===== config.mk =====
export PLATFORM = sky130hd
export DESIGN_NAME = dchp_host_port
export DESIGN_NICKNAME = d
export VERILOG_FILES = /design/src/dchp_pkg.sv /design/src/dchp_tx_if.sv /design/src/dchp_sync.sv /design/src/dchp_tx.sv /design/src/dchp_host_port.sv
export SDC_FILE = /design/constraint.sdc
export NUM_CORES = 1
export LEC_CHECK = 0
export ABC_AREA = 1
export CAP_MARGIN = 20
export CORE_ASPECT_RATIO = 1.5
export CORE_MARGIN = 2
export CORE_UTILIZATION = 27
export DETAILED_ROUTE_END_ITERATION = 10
export DONT_BUFFER_PORTS = 1
export PLACE_DENSITY = 0.47
export SETUP_SLACK_MARGIN = 0.3
export SYNTH_ARGS = -nofsm -noshare
export SYNTH_HDL_FRONTEND = slang
export SYNTH_SLANG_ARGS = --single-unit

===== constraint.sdc =====
create_clock -name clk -period 1.6 [get_ports clk]
set_clock_uncertainty 0.2 [all_clocks]
set_input_delay 0.24 -clock clk [delete_from_list [all_inputs] [get_ports clk]]
set_output_delay 0.24 -clock clk [all_outputs]
set_load 0.01 [all_outputs]

===== src/dchp_pkg.sv =====
// constants and types shared by the dual channel host port design
// assumes a single 20 MHz clock and a synchronous active-low reset
package dchp_pkg;

    localparam int CLK_HZ = 20_000_000;
    localparam int BAUD_BPS = 115_200;
    // whole cycles per serial bit, rounded down
    localparam int BIT_CYC = CLK_HZ / BAUD_BPS;
    // infrared pulse is three sixteenths of a bit
    localparam int IR_CYC = (BIT_CYC * 3) / 16;
    localparam int CNT_W = 8;

    // register indices selected by reg_sel
    localparam logic [2:0] REG_TXHOLD = 3'h0;
    localparam logic [2:0] REG_IRQEN = 3'h1;
    localparam logic [2:0] REG_STAT_AUX = 3'h2;
    localparam logic [2:0] REG_MODEM = 3'h4;
    localparam logic [2:0] REG_LINE = 3'h5;
    localparam logic [2:0] REG_SCRATCH = 3'h7;

    // field positions
    localparam int IRQEN_TX_BIT = 1;
    localparam int MODEM_IR_BIT = 6;
    localparam int AUX_BCAST_BIT = 0;
    localparam int LINE_THRE_BIT = 5;
    localparam int LINE_TEMT_BIT = 6;

    // read values and reset values
    localparam logic [7:0] ISR_NONE = 8'h01;
    localparam logic [7:0] ISR_TXE = 8'h02;
    localparam logic [7:0] BYTE_RST = 8'h00;

    // channel indices
    localparam int CH_A = 0;
    localparam int CH_B = 1;

    // synchroniser bundle {cs_n, pick, rd_n, wr_n, sel[2:0], data[7:0]}
    localparam int SYNC_W = 15;
    localparam logic [SYNC_W-1:0] SYNC_RST = 15'h7800;

    typedef enum logic [2:0] {
        BUS_IDLE = 3'b001,
        BUS_RD = 3'b010,
        BUS_WR = 3'b100
    } dchp_bus_type;

    typedef enum logic [3:0] {
        TX_IDLE = 4'b0001,
        TX_START = 4'b0010,
        TX_DATA = 4'b0100,
        TX_STOP = 4'b1000
    } dchp_txst_type;

endpackage


===== src/dchp_tx_if.sv =====
// link between the register logic and one serial transmitter
// assumes both ends share one clock
`timescale 1ns/10ps
interface dchp_tx_if;
    logic load;
    logic [7:0] data;
    logic infrared;
    logic busy;
    logic line;
    modport ctl(output load, output data, output infrared, input busy, input line);
    modport ser(input load, input data, input infrared, output busy, output line);
endinterface


===== src/dchp_sync.sv =====
// two flip-flop synchroniser for the asynchronous host pins
// assumes the pins are quiet long enough around strobe edges
`timescale 1ns/10ps
module dchp_sync
    import dchp_pkg::*;
(
    input wire logic clk,
    input wire logic rst_b,
    input wire logic ce,
    input wire logic [SYNC_W-1:0] pins,
    output logic [SYNC_W-1:0] pins_sync
);
    typedef struct packed {
        logic [SYNC_W-1:0] meta;
        logic [SYNC_W-1:0] stable;
    } dchp_sync_type;

    dchp_sync_type s_r;
    dchp_sync_type s_nxt;

    always_comb begin
        s_nxt = s_r;
        s_nxt.meta = pins;
        s_nxt.stable = s_r.meta;
    end

    always_ff @(posedge clk) begin
        if (!rst_b) begin
            s_r <= '{meta: SYNC_RST, stable: SYNC_RST};
        end else if (ce) begin
            s_r <= s_nxt;
        end
    end

    assign pins_sync = s_r.stable;
endmodule


===== src/dchp_tx.sv =====
// serial transmitter, 8 data bits, one stop bit, with infrared encoding
// assumes load is only raised while busy is low
`timescale 1ns/10ps
module dchp_tx
    import dchp_pkg::*;
(
    input wire logic clk,
    input wire logic rst_b,
    input wire logic ce,
    dchp_tx_if.ser txi
);
    typedef struct packed {
        dchp_txst_type st;
        logic [CNT_W-1:0] cnt;
        logic [2:0] bitn;
        logic [7:0] sh;
        logic line;
    } dchp_tx_type;

    dchp_tx_type s_r;
    dchp_tx_type s_nxt;

    function automatic logic encode(input logic b, input logic [CNT_W-1:0] c, input logic ir);
        // infrared sends a short high pulse for a zero and stays low otherwise
        encode = ir ? (!b && (c < CNT_W'(IR_CYC))) : b;
    endfunction

    always_comb begin
        logic b;
        logic last;
        b = 1'b1;
        last = (s_r.cnt == CNT_W'(BIT_CYC - 1));
        s_nxt = s_r;
        if (s_r.st != TX_IDLE) begin
            s_nxt.cnt = last ? '0 : s_r.cnt + 1'b1;
        end
        unique case (s_r.st)
            TX_IDLE: begin
                b = 1'b1;
                if (txi.load) begin
                    s_nxt.sh = txi.data;
                    s_nxt.cnt = '0;
                    s_nxt.st = TX_START;
                end
            end
            TX_START: begin
                b = 1'b0;
                if (last) begin
                    s_nxt.st = TX_DATA;
                    s_nxt.bitn = 3'h0;
                end
            end
            TX_DATA: begin
                b = s_r.sh[0];
                if (last) begin
                    s_nxt.sh = {1'b0, s_r.sh[7:1]};
                    s_nxt.bitn = s_r.bitn + 1'b1;
                    if (s_r.bitn == 3'h7) begin
                        s_nxt.st = TX_STOP;
                    end
                end
            end
            TX_STOP: begin
                b = 1'b1;
                if (last) begin
                    s_nxt.st = TX_IDLE;
                end
            end
        endcase
        s_nxt.line = encode(b, s_r.cnt, txi.infrared);
    end

    always_ff @(posedge clk) begin
        if (!rst_b) begin
            // standard mode is the reset mode, so the line rests high
            s_r <= '{st: TX_IDLE, cnt: '0, bitn: 3'h0, sh: BYTE_RST, line: 1'b1};
        end else if (ce) begin
            s_r <= s_nxt;
        end
    end

    assign txi.busy = (s_r.st != TX_IDLE);
    assign txi.line = s_r.line;
endmodule


===== src/dchp_host_port.sv =====
// host bus port of a two channel serial device
// assumes asynchronous strobes, each held low at least four clock cycles
// Notes on behaviour
// - read strobe fall fetches selected register byte
// - write strobe rise stores data byte
// - transfers happen only with chip select low
// - channel_pick low means B, high A
// - broadcast bit writes both channels at once
// - irq_chan_a high while channel A needs service
// - irq_chan_b high while channel B needs service
// - tx_space_a_n shows channel A holding state
// - tx_space_b_n shows channel B holding state
// - standard mode line idles high, also in reset
// - infrared bit selects infrared encoding
// - infrared line rests low when idle
// - reg_sel picks one register of channel
// - host_data bidirectional, device drives on reads
`timescale 1ns/10ps
module dchp_host_port
    import dchp_pkg::*;
(
    input wire logic clk,
    input wire logic rst_b,
    input wire logic ce,
    input wire logic chip_select_n,
    input wire logic channel_pick,
    input wire logic read_strobe_n,
    input wire logic write_strobe_n,
    input wire logic [2:0] reg_sel,
    input wire logic [7:0] host_data_in,
    output logic [7:0] host_data_out,
    output logic host_data_oe,
    output logic irq_chan_a,
    output logic irq_chan_b,
    output logic tx_space_a_n,
    output logic tx_space_b_n,
    output logic serial_out_a,
    output logic serial_out_b
);
    typedef struct packed {
        dchp_bus_type st;
        logic rd_prev_n;
        logic wr_prev_n;
        logic [7:0] dout;
        logic [7:0] aux;
        logic [1:0][7:0] tx_holding_reg;
        logic [1:0] thr_full;
        logic [1:0][7:0] ier;
        logic [1:0][7:0] modem_ctl_reg;
        logic [1:0][7:0] scr;
        logic [1:0] load;
    } dchp_port_type;

    localparam dchp_port_type PORT_RST = '{
        st: BUS_IDLE, rd_prev_n: 1'b1, wr_prev_n: 1'b1, dout: BYTE_RST,
        aux: BYTE_RST, tx_holding_reg: {BYTE_RST, BYTE_RST}, thr_full: 2'b00,
        ier: {BYTE_RST, BYTE_RST}, modem_ctl_reg: {BYTE_RST, BYTE_RST},
        scr: {BYTE_RST, BYTE_RST}, load: 2'b00};

    dchp_port_type s_r;
    dchp_port_type s_nxt;

    logic [SYNC_W-1:0] pins_sync;
    logic cs_n_s;
    logic pick_s;
    logic rd_n_s;
    logic wr_n_s;
    logic [2:0] sel_s;
    logic [7:0] data_s;
    logic rd_fall;
    logic wr_fall;
    logic wr_rise;
    logic [7:0] rd_val;
    logic [1:0] tx_busy;
    logic [1:0] tx_line;

    dchp_tx_if tx_a();
    dchp_tx_if tx_b();

    dchp_sync u_sync (
        .clk(clk),
        .rst_b(rst_b),
        .ce(ce),
        .pins({chip_select_n, channel_pick, read_strobe_n, write_strobe_n, reg_sel,
            host_data_in}),
        .pins_sync(pins_sync)
    );

    dchp_tx u_tx_a (
        .clk(clk),
        .rst_b(rst_b),
        .ce(ce),
        .txi(tx_a.ser)
    );

    dchp_tx u_tx_b (
        .clk(clk),
        .rst_b(rst_b),
        .ce(ce),
        .txi(tx_b.ser)
    );

    assign {cs_n_s, pick_s, rd_n_s, wr_n_s, sel_s, data_s} = pins_sync;
    // edges come from synced copies, so a strobe shorter than one cycle may be lost
    assign rd_fall = s_r.rd_prev_n && !rd_n_s;
    assign wr_fall = s_r.wr_prev_n && !wr_n_s;
    assign wr_rise = !s_r.wr_prev_n && wr_n_s;

    function automatic int chan_of(input logic pick);
        chan_of = pick ? CH_A : CH_B;
    endfunction

    function automatic logic [7:0] read_reg(input dchp_port_type s, input int ch,
            input logic [2:0] sel, input logic busy);
        logic [7:0] v;
        v = BYTE_RST;
        unique case (sel)
            REG_IRQEN: v = s.ier[ch];
            REG_STAT_AUX: v = (s.ier[ch][IRQEN_TX_BIT] && !s.thr_full[ch]) ? ISR_TXE : ISR_NONE;
            REG_MODEM: v = s.modem_ctl_reg[ch];
            REG_LINE: begin
                v[LINE_THRE_BIT] = !s.thr_full[ch];
                v[LINE_TEMT_BIT] = !s.thr_full[ch] && !busy;
            end
            REG_SCRATCH: v = s.scr[ch];
            // no receiver here, so the data register reads as zero
            default: v = BYTE_RST;
        endcase
        read_reg = v;
    endfunction

    assign tx_busy = {tx_b.busy, tx_a.busy};
    assign tx_line = {tx_b.line, tx_a.line};
    assign rd_val = read_reg(s_r, chan_of(pick_s), sel_s, tx_busy[chan_of(pick_s)]);

    always_comb begin
        logic [1:0] hit;
        hit = 2'b00;
        s_nxt = s_r;
        s_nxt.rd_prev_n = rd_n_s;
        s_nxt.wr_prev_n = wr_n_s;
        // holding register feeds an idle transmitter; load is a one-cycle pulse
        for (int c = 0; c < 2; c++) begin
            s_nxt.load[c] = s_r.thr_full[c] && !tx_busy[c] && !s_r.load[c];
            if (s_nxt.load[c]) begin
                s_nxt.thr_full[c] = 1'b0;
            end
        end
        unique case (s_r.st)
            BUS_IDLE: begin
                if (rd_fall && !cs_n_s) begin
                    s_nxt.dout = rd_val;
                    s_nxt.st = BUS_RD;
                end else if (wr_fall && !cs_n_s) begin
                    s_nxt.st = BUS_WR;
                end
            end
            BUS_RD: begin
                if (rd_n_s) begin
                    s_nxt.st = BUS_IDLE;
                end
            end
            BUS_WR: begin
                if (wr_n_s) begin
                    s_nxt.st = BUS_IDLE;
                end
            end
        endcase
        if (s_r.st == BUS_WR && wr_rise && !cs_n_s) begin
            if (s_r.aux[AUX_BCAST_BIT]) begin
                hit = 2'b11;
            end else begin
                hit[chan_of(pick_s)] = 1'b1;
            end
            if (sel_s == REG_STAT_AUX) begin
                s_nxt.aux = data_s;
            end
            for (int c = 0; c < 2; c++) begin
                if (hit[c]) begin
                    unique case (sel_s)
                        REG_TXHOLD: begin
                            // a new byte wins over the transfer in the same cycle
                            s_nxt.tx_holding_reg[c] = data_s;
                            s_nxt.thr_full[c] = 1'b1;
                        end
                        REG_IRQEN: s_nxt.ier[c] = data_s;
                        REG_MODEM: s_nxt.modem_ctl_reg[c] = data_s;
                        REG_SCRATCH: s_nxt.scr[c] = data_s;
                        default: s_nxt.scr[c] = s_r.scr[c];
                    endcase
                end
            end
        end
    end

    always_ff @(posedge clk) begin
        if (!rst_b) begin
            s_r <= PORT_RST;
        end else if (ce) begin
            s_r <= s_nxt;
        end
    end

    assign tx_a.load = s_r.load[CH_A];
    assign tx_a.data = s_r.tx_holding_reg[CH_A];
    assign tx_a.infrared = s_r.modem_ctl_reg[CH_A][MODEM_IR_BIT];
    assign tx_b.load = s_r.load[CH_B];
    assign tx_b.data = s_r.tx_holding_reg[CH_B];
    assign tx_b.infrared = s_r.modem_ctl_reg[CH_B][MODEM_IR_BIT];

    // drive only during a selected read so the host bus never sees contention
    assign host_data_oe = (s_r.st == BUS_RD) && !cs_n_s && !rd_n_s;
    assign host_data_out = s_r.dout;
    assign irq_chan_a = s_r.ier[CH_A][IRQEN_TX_BIT] && !s_r.thr_full[CH_A];
    assign irq_chan_b = s_r.ier[CH_B][IRQEN_TX_BIT] && !s_r.thr_full[CH_B];
    // ready pins follow the holding flag only; there is no transmit fifo behind it
    assign tx_space_a_n = s_r.thr_full[CH_A];
    assign tx_space_b_n = s_r.thr_full[CH_B];
    assign serial_out_a = tx_line[CH_A];
    assign serial_out_b = tx_line[CH_B];
endmodule


# Yosys cells after proc, flatten, opt, wreduce, memory -nomap -nowiden
# Cells that the tools add are included.
# Widths: inputs -> output; s select.
# op_classes
n_addsub	4
order_cmp	4
n_eq_ne	35
mux	80
n_reduce_logical	58
# op_table
cell	count
$mux 8	29
$reduce_and 4->1	13
$mux 50	1
$mux 4	8
$pmux 4 s4	2
$pmux 8 s2	2
$mux 12	2
$mux 11	2
$logic_and 1x1->1	20
$ne 2x1->1 const B	10
$pmux 5 s4	1
$eq 3x3->1 const B	6
$mux 3	6
$add 8x1->8 const B	2
$eq 8x8->1 const B	2
$lt 8x6->1 const B	2
$mux 1	16
$logic_not 1->1	14
$pmux 3 s2	2
$reduce_and 6->1	2
$pmux 2 s5	1
$pmux 3 s3	1
$eq 4x1->1 const B	2
$eq 4x2->1 const B	2
18 further kinds	33
# totals
reg_bits	167
input_bits	18

# Logic depth before layout (Yosys ltp)
# Gate-level depths: netlist of run 1.
# depth
word_depth	9
ltp_mapped	11

# By module
# A second synthesis of run 1 with hierarchy kept.
# unflattened
cells_unflattened	1179
hier_area_um2	7965.1
# modules_own_cells
mod	n_inst	cells_each	area_per_inst_um2
dchp_host_port	1	555	3867.5
dchp_tx	2	225	1448.9
dchp_sync	1	174	1199.9

# Least setup slack after synthesis of run 1
# OpenSTA, ideal clock, no wires.
# synth_path
path_kind	register to register
startpoint	reg u_sync.s_r, in the netlist u_sync.pins_sync[10]
endpoint	reg s_r, in the netlist host_data_out[0]
setup_ns	0.070
arrival_ns	1.331
required_time_ns	1.330
setup_slack_ns	-0.002
stages_incl_launch_ff	5
path_buffers	0
period_less_slack_ns	1.602
cell_sequence	dfxtp_1 -> fa_1 -> nor2_1 -> o21ai_0 -> a21oi_1
# synth_via
elab_chain_cells	2
word_cells_on_any_way	5
cone_classes	eq/ne (4); mux (1)
# synth_lines
item	line	source
start, declared	dchp_sync.sv:18	dchp_sync_type s_r;
start signal, assigned	dchp_sync.sv:29	s_r <= '{meta: SYNC_RST, stable: SYNC_RST};
start signal, assigned	dchp_sync.sv:31	s_r <= s_nxt;
$eq 3x3->1, or another cell as far along	dchp_host_port.sv:117	unique case (sel)
$pmux 5 s4 (*)	dchp_host_port.sv:117	
end signal, assigned	dchp_host_port.sv:200	s_r <= s_nxt;
end, declared	dchp_host_port.sv:60	dchp_port_type s_r;
# Every way passes the cells marked *; elsewhere a longest branch is shown, timed or not.
# A chain may end at the register's enable or synchronous reset.

# Worst setup path after layout of run 1
# layout_path
startpoint	reg s_r[86] in the netlist's numbering
endpoint	reg s_r[88] in the netlist's numbering
# layout_via
elab_chain_cells	3
word_cells_on_any_way	8
cone_classes	eq/ne (6); mux (1); reduce/logical (1)
# layout_lines
item	line	source
$eq 3x1->1, or another cell as far along	dchp_host_port.sv:149	unique case (s_r.st)
$ne 3x3->1 (no line) / $ne 2x1->1 (equally long branches)	n/a	
$reduce_and 4->1 (no line)	n/a	
# Several ways; a longest one is shown, not always the timed one.

==> results of run 1 <==
[worst paths after layout]
path / start / end / slack [ps] / cells after the start
worst max-delay path: s_r[86]$_SDFFE_PN1P_ / s_r[88]$_SDFFE_PN0P_ / -100 / 11
worst min-delay path: rst_b / u_sync.s_nxt[14]$_SDFFE_PN1P_ / -300 / 1
worst max register to register: s_r[86]$_SDFFE_PN1P_ / s_r[88]$_SDFFE_PN0P_ / -100 / 11
worst min register to register: u_sync.s_nxt[13]$_SDFFE_PN1P_ / u_sync.s_nxt[13]$_SDFFE_PN1P_ / 250 / 2
[power groups by stage]
| stage | combinational (mW) | sequential [mW] | clock (mW) |
|---|---|---|---|
| final | 2.72 | 4.46 | 4.00 |
| after detailed placement | 1.92 | 4.50 | 0 |
| after floorplan | 1.35 | 4.48 | 0 |
| after CTS | 2.44 | 4.45 | 4.11 |
| after global placement | 1.91 | 4.50 | 0 |
| after global routing | 3.00 | 4.49 | 4.25 |
[layout make-up]
| cell class | instances | area share, % |
|---|---|---|
| well taps | 342 | 3.88 |
| clock inverters | 13 | 1.15 |
| repair buffers | 139 | 14.2 |
| multi-input cells | 731 | 42.9 |
| clock buffers | 19 | 3.93 |
| inverters | 116 | 4.19 |
| flip-flops and latches | 160 | 29.7 |
[layout by cell type, fill, tap and decap left out, types with 22 or more instances in the layout]
cell / netlist / final
a21oi_1: 129 / 76
nand3_4: 7 / 24
o21ai_0: 108 / 59
inv_2: 10 / 23
nor2_1: 92 / 76
nand2_1: 227 / 195
nand3_1: 76 / 31
a21oi_2: 0 / 53
buf_6: 4 / 48
nand3_2: 6 / 41
dfxtp_2: 0 / 24
nand2_2: 4 / 22
buf_4: 16 / 61
o21ai_2: 0 / 47
dfxtp_1: 160 / 126
inv_1: 105 / 85
[cell usage after synthesis]
library cell    n
a31oi_1         3
clkinv_1        1
nand4_1        19
nand3b_1        3
nand2_1       227
ha_1            8
nor2_4          4
a21boi_0        1
nor2_1         92
o21ai_1        12
clkbuf_1       20
nand2_2         4
o21ai_0       108
inv_2          10
buf_4          16
nand3_4         7
o211ai_1        2
buf_2          12
o21ai_4         2
xnor2_1         1
nand3_1        76
inv_1         105
buf_6           4
nor2_2         12
fa_1            1
xor2_1          2
buf_1           4
nand3_2         6
nand2_4         1
dfxtp_1       160
nor3_1          3
a21oi_1       129
nor2_8          1
[sequential cells by signal (all words and copies together) (netlist names)]
signal            count
s_r                  56
u_sync.s_nxt         15
u_tx_a.s_r           23
tx_space_b_n          1
u_tx_b.s_r           23
tx_a.data             8
tx_space_a_n          1
u_tx_b.txi.line       1
tx_b.data             8
u_tx_a.txi.line       1
u_sync.pins_sync     15
host_data_out         8
[layer usage]
layer  track usage, %  share of wire, %
met5                0                 0
met1             18.4                43
met3             2.97               2.4
met4             6.17               1.7
met2             28.6                53
[kinds of logic (layout without fill, tap and decap cells)]
logic type,count (synthesis),count (layout),share of synthesized area [%]
and+or+nand+nor,455,462,27.9
AOI/OAI and AO/OA,257,257,17.6
buffers and inverters,172,287,9.99
DFF,160,160,42.6
adders and majority gates,9,9,1.60
xor gates and xnor gates,3,3,0.350
[worst max-delay path, cell delays in order (launching register included)]
cell	delay, ps
dfxtp_2	330
inv_4	70
buf_6	90
nand4_1	120
buf_4	180
buf_6	110
buf_6	110
buf_6	110
nand3_4	90
nand2_1	60
o21ai_1	70
nor2_1	50
[timing repair]
action                                  CTS  global route
gates resized for setup                 232            75
hold buffers                             10             1
endpoints found under the hold margin   136           133
pin swaps                                75            67
endpoints found under the setup margin  136           140
setup buffers                            35             7
gates cloned                             12             2
==> flow_summary_export.csv, run 1 <==
group,metric,value,unit
floorplan,std_cell_rows,74,
floorplan,initial_core_util,27.5,%
clock_network,clk_path_buf_depth,2,
setup_path,cp-end-kind,"flop",
logic_synthesis,synth_top_area_share,42.6,%
power,power_frac_comb,24.4,%
logic_synthesis,avgSynthCellArea,7.12,sq um
sta,drv_slew,0,
power,switching_power,3.54,mW
power,power_frac_clock,35.8,%
sta,setup_slack,-99.9,ps
placed_design,pre_cts_ws,-116,ps
power,seqPwrFrac,39.9,%
cells_and_area,fin_area,11000,sq um
clock_network,cts_root_buf,"clkbuf_16",
floorplan,die-area,29200,sq um
clock_network,cts_buffers,17,
placed_design,placed_cell_area,8630,sq um
logic_synthesis,synth_top_cell_by_area,"dfxtp_1",
cells_and_area,stdcell_count,1520,
floorplan,coreArea,27300,sq um
sta,holdWs,-297,ps
global_route,grt_usage,15.9,%
floorplan,fp.dieH,208,microns
cells_and_area,final_core_util,40.3,%
route,ant_nets,0,
floorplan,die_w,140,microns
route,via_count,7250,
setup_path,required,1710,ps
logic_synthesis,synthCells,1056,
logic_synthesis,synth_seq_cells,160,
cells_and_area,syn2layout_area_growth,46.6,%
cells_and_area,seq_area,3270,sq um
route,first_pass_iters,6,
power,p_per_area,1010,nW/um^2
route,drc,0,
cells_and_area,diodes,0,
setup_path,cp.arrival,1810,ps
sta,min_period,1700,ps
clock_network,clkLatencyLatePin,430,ps
global_route,grt_pass1_vias,7118,
global_route,grt_max_degree,111,
logic_synthesis,yosysWarnings,0,
global_route,antenna_found_initial,0,
logic_synthesis,syn_nets,1083,
sta,rsz0062_at_grt,"yes",
cells_and_area,drive_above_1_share,39.8,%
cells_and_area,fillCellCount,2734,
logic_synthesis,synth.area.top_cells,"dfxtp_1 43%, nand2_1 11%, a21oi_1 8.6%",
sta,final-setup-viol-count,53,
placed_design,gp_congestion,0.783,
status,status,"finished with violations",
clock_network,cts_max_level,4,
sta,maxSlewHeadroom,75.1,%
power,p_leak,4.02,nW
route,post_drt_wl_per_cell,15.1,microns
power,power.internal,7.63,mW
placed_design,place_inst,1425,
setup_path,crit_fanout,5,
setup_path,critical_path_class,"reg2reg",
logic_synthesis,yosysUniqueCellTypes,33,
power,p_total,11.2,mW
sta,finalCritPeriodShare,106,%
cells_and_area,multi_input_area,4730,sq um
clock_network,clock-sinks,160,
route,avgViaCountPerCell,4.77,
logic_synthesis,syn_area,7510,sq um
placed_design,port_buffers,0,
sta,max_freq,588,MHz
global_route,grt_pass1_wl,36.9,mm
global_route,overflow,0,
status,violations,"hold timing, setup timing",
floorplan,ios,33,
setup_path,cp-start-kind,"flop",
clock_network,cts_tree,"yes",
route,routed_wl,22.9,mm
sta,hold_viol,135,
cells_and_area,nets,1192,
sta,max_slew.worst_pin.slew,372,ps
hold_path,hp-class,"in2reg",
clock_network,cts.clk_slew.worst_paths,70,ps
power,vdd_ir_drop_max,0.704,mV
power,netSwitchingFraction,31.7,%
placed_design,dp_hpwl,14.0,mm
logic_synthesis,seq_area_frac_synth,42.6,%
sta,fin_tns_setup,-1270,ps
route,drtIter0Drc,412,
job,maxCapViolations,0,
Note: power is estimated with default switching activity, not from simulation.
==> inputs of run 2 (changes only) <==
CELL_PAD_IN_SITES_DETAIL_PLACEMENT = 1   (was not set)
CELL_PAD_IN_SITES_GLOBAL_PLACEMENT = 1   (was not set)
PLACE_DENSITY = 0.58   (was 0.47)
==> run 2 against run 1 <==
  * The flow still finishes with violations (hold timing, setup timing)
  * Largest power group unchanged
  * Design area up 6.2%
  * Sequential power about the same
  * Global-route usage is 2.6 points higher
  * Worst setup slack got worse by 99 ps
  * Via count is 4.6% higher
  * Routed wire length rose by 15%
  * Register-to-register slack worse by 99 ps
  * Highest routed layer unchanged
  * Core utilization increased by 2.5 points
  * Sequential cell count unchanged
  * Power grew 7.2%
==> flow_summary_export.csv, run 2 (same netlist as run 1, synthesis figures left out) <==
group,metric,value,unit
setup_path,critical_path_class,"reg2reg",
route,met3_length,756,microns
clock_network,cts.clk_slew.worst_paths,70,ps
cells_and_area,drive_above_1_share,47.0,%
sta,final-setup-viol-count,82,
power,vdd_ir_drop_max,0.683,mV
cells_and_area,final_common_cell,"nand2_1",
cells_and_area,seq_area,3280,sq um
setup_path,required,1780,ps
route,routed_wl,26.4,mm
route,drc,0,
job,maxCapViolations,0,
setup_path,cpPeakStageDelay,350,ps
setup_path,crit_chain,"buf_6 -> nand3_4 -> buf_12 -> nor2_4 -> buf_6 -> nand3_4 -> buf_6 -> a21oi_2",
floorplan,coreArea,27300,sq um
floorplan,die-area,29200,sq um
clock_network,clock-sinks,160,
global_route,grt_max_degree,111,
placed_design,dp_hpwl,15.7,mm
route,met2WireLength,14.2,mm
placed_design,port_buffers,0,
global_route,grt_pass1_wl,42.7,mm
sta,finalCritPeriodShare,112,%
cells_and_area,nets,1219,
global_route,grt_usage,18.5,%
cells_and_area,syn2layout_area_growth,55.8,%
cells_and_area,final_cell_mix,"162 x nand2_1, 119 x dfxtp_1, 84 x a21oi_2",
route,top_layer,"met4",
sta,rsz0062_at_grt,"yes",
sta,hold_viol,137,
route,drtIter0Drc,247,
placed_design,gp_congestion,0.750,
route,ant_nets,0,
power,p_total,12.0,mW
global_route,grt_pass1_vias,8067,
clock_network,cts_root_buf,"clkbuf_16",
sta,fin_tns_setup,-6560,ps
route,first_pass_iters,4,
setup_path,cpMostUsedCell,"buf_6",
clock_network,clk_path_buf_depth,2,
sta,setup_slack,-199,ps
cells_and_area,multi_input_area,5030,sq um
cells_and_area,diodes,0,
route,avgViaCountPerCell,4.90,
setup_path,crit_fanout,8,
setup_path,cp-end-kind,"flop",
route,wl_met1,10.6,mm
sta,max_freq,556,MHz
global_route,overflow,0,
setup_path,critPathTopFamily,"buffers and inverters",
cells_and_area,reg_top3,"s_r x56, u_tx_a.s_r x23, u_tx_b.s_r x23",
floorplan,initial_core_util,27.5,%
hold_path,hp-class,"in2reg",
floorplan,ios,33,
sta,holdWs,-323,ps
setup_path,worst-path-buf-inv,4,
floorplan,fp.dieH,208,microns
cells_and_area,fillCellCount,3151,
route,via_count,7580,
clock_network,clkLatencyLatePin,450,ps
cells_and_area,largest_reg_flops,56,
setup_path,slowest_stage,"dfxtp_2",
sta,drv_slew,0,
clock_network,cts_buffers,17,
global_route,antenna_found_initial,0,
clock_network,cts_tree,"yes",
sta,maxSlewHeadroom,59.1,%
sta,max_slew.worst_pin.slew,612,ps
sta,min_period,1800,ps
setup_path,cp-start-kind,"flop",
power,p_per_area,1020,nW/um^2
floorplan,die_w,140,microns
route,post_drt_wl_per_cell,17.0,microns
power,p_leak,4.20,nW
status,status,"finished with violations",
floorplan,std_cell_rows,74,
setup_path,cp.arrival,1980,ps
clock_network,cts_max_level,4,
status,violations,"hold timing, setup timing",
cells_and_area,regMostFlops,"s_r",
## run 2: cell types whose count changed in the layout (fill, tap and decap cells not counted), sizes merged
cell,before,now
buf,128,156
bufinv,1,2
bufbuf,1,0
clkbuf,22,23
clkinv,4,5
nor2,109,110
inv,121,114
dlygate4sd3,7,8
clkinvlp,3,5
## run 2: layout make-up
class	count	area share [%]
clock inverter	10	0.941
multi-input combinational	732	43.0
clock buffer	22	4.05
timing repair buffer	165	16.3
tap	342	3.66
sequential	160	28.0
inverter	116	4.13
## run 2: path summary, 6_finish.rpt
path	end	startpoint	depth (start not counted)	slack (ps)
max reg2reg	s_r[31]$_SDFFE_PN0P_	s_r[88]$_SDFFE_PN0P_	8	-200
min	s_r[86]$_SDFFE_PN1P_	rst_b	1	-320
min reg2reg	u_sync.s_nxt[13]$_SDFFE_PN1P_	u_sync.s_nxt[13]$_SDFFE_PN1P_	2	250
max	s_r[31]$_SDFFE_PN0P_	s_r[88]$_SDFFE_PN0P_	8	-200
## run 2: what timing repair did
action                                  4_1_cts  5_1_grt
pin swaps                                    75       78
hold buffers                                 10        2
cloned                                       13        1
endpoints found under the setup margin      138      141
resized for setup                           261      162
setup buffers                                47       15
hold endpoints to repair                    140      136
## run 2: metrics by stage
stage               setup slack [ps]  util, %  cells  cell area (sq um)
finish                          -199     42.8   1547              11700
global route                    -266     42.8   1547              11700
CTS                             -160     40.2   1533              11000
detailed placement              -119     31.9   1431               8720
global placement                -105     31.9   1431               8720
floorplan                       37.4        -   1056               7840
## run 2: where the power goes
group / internal (mW) / switching (mW)
combinational: 1.58 / 1.80
clock: 2.41 / 1.75
sequential: 4.24 / 0.214
total: 8.22 / 3.76
## run 2: metal layers
| metal | GRT usage, % | vias up |
|---|---|---|
| li1 | - | 3739 |
| met1 | 20.3 | 3705 |
| met2 | 34.3 | 95 |
| met3 | 4.03 | 41 |
| met4 | 7.00 | 0 |
| met5 | 0 | - |
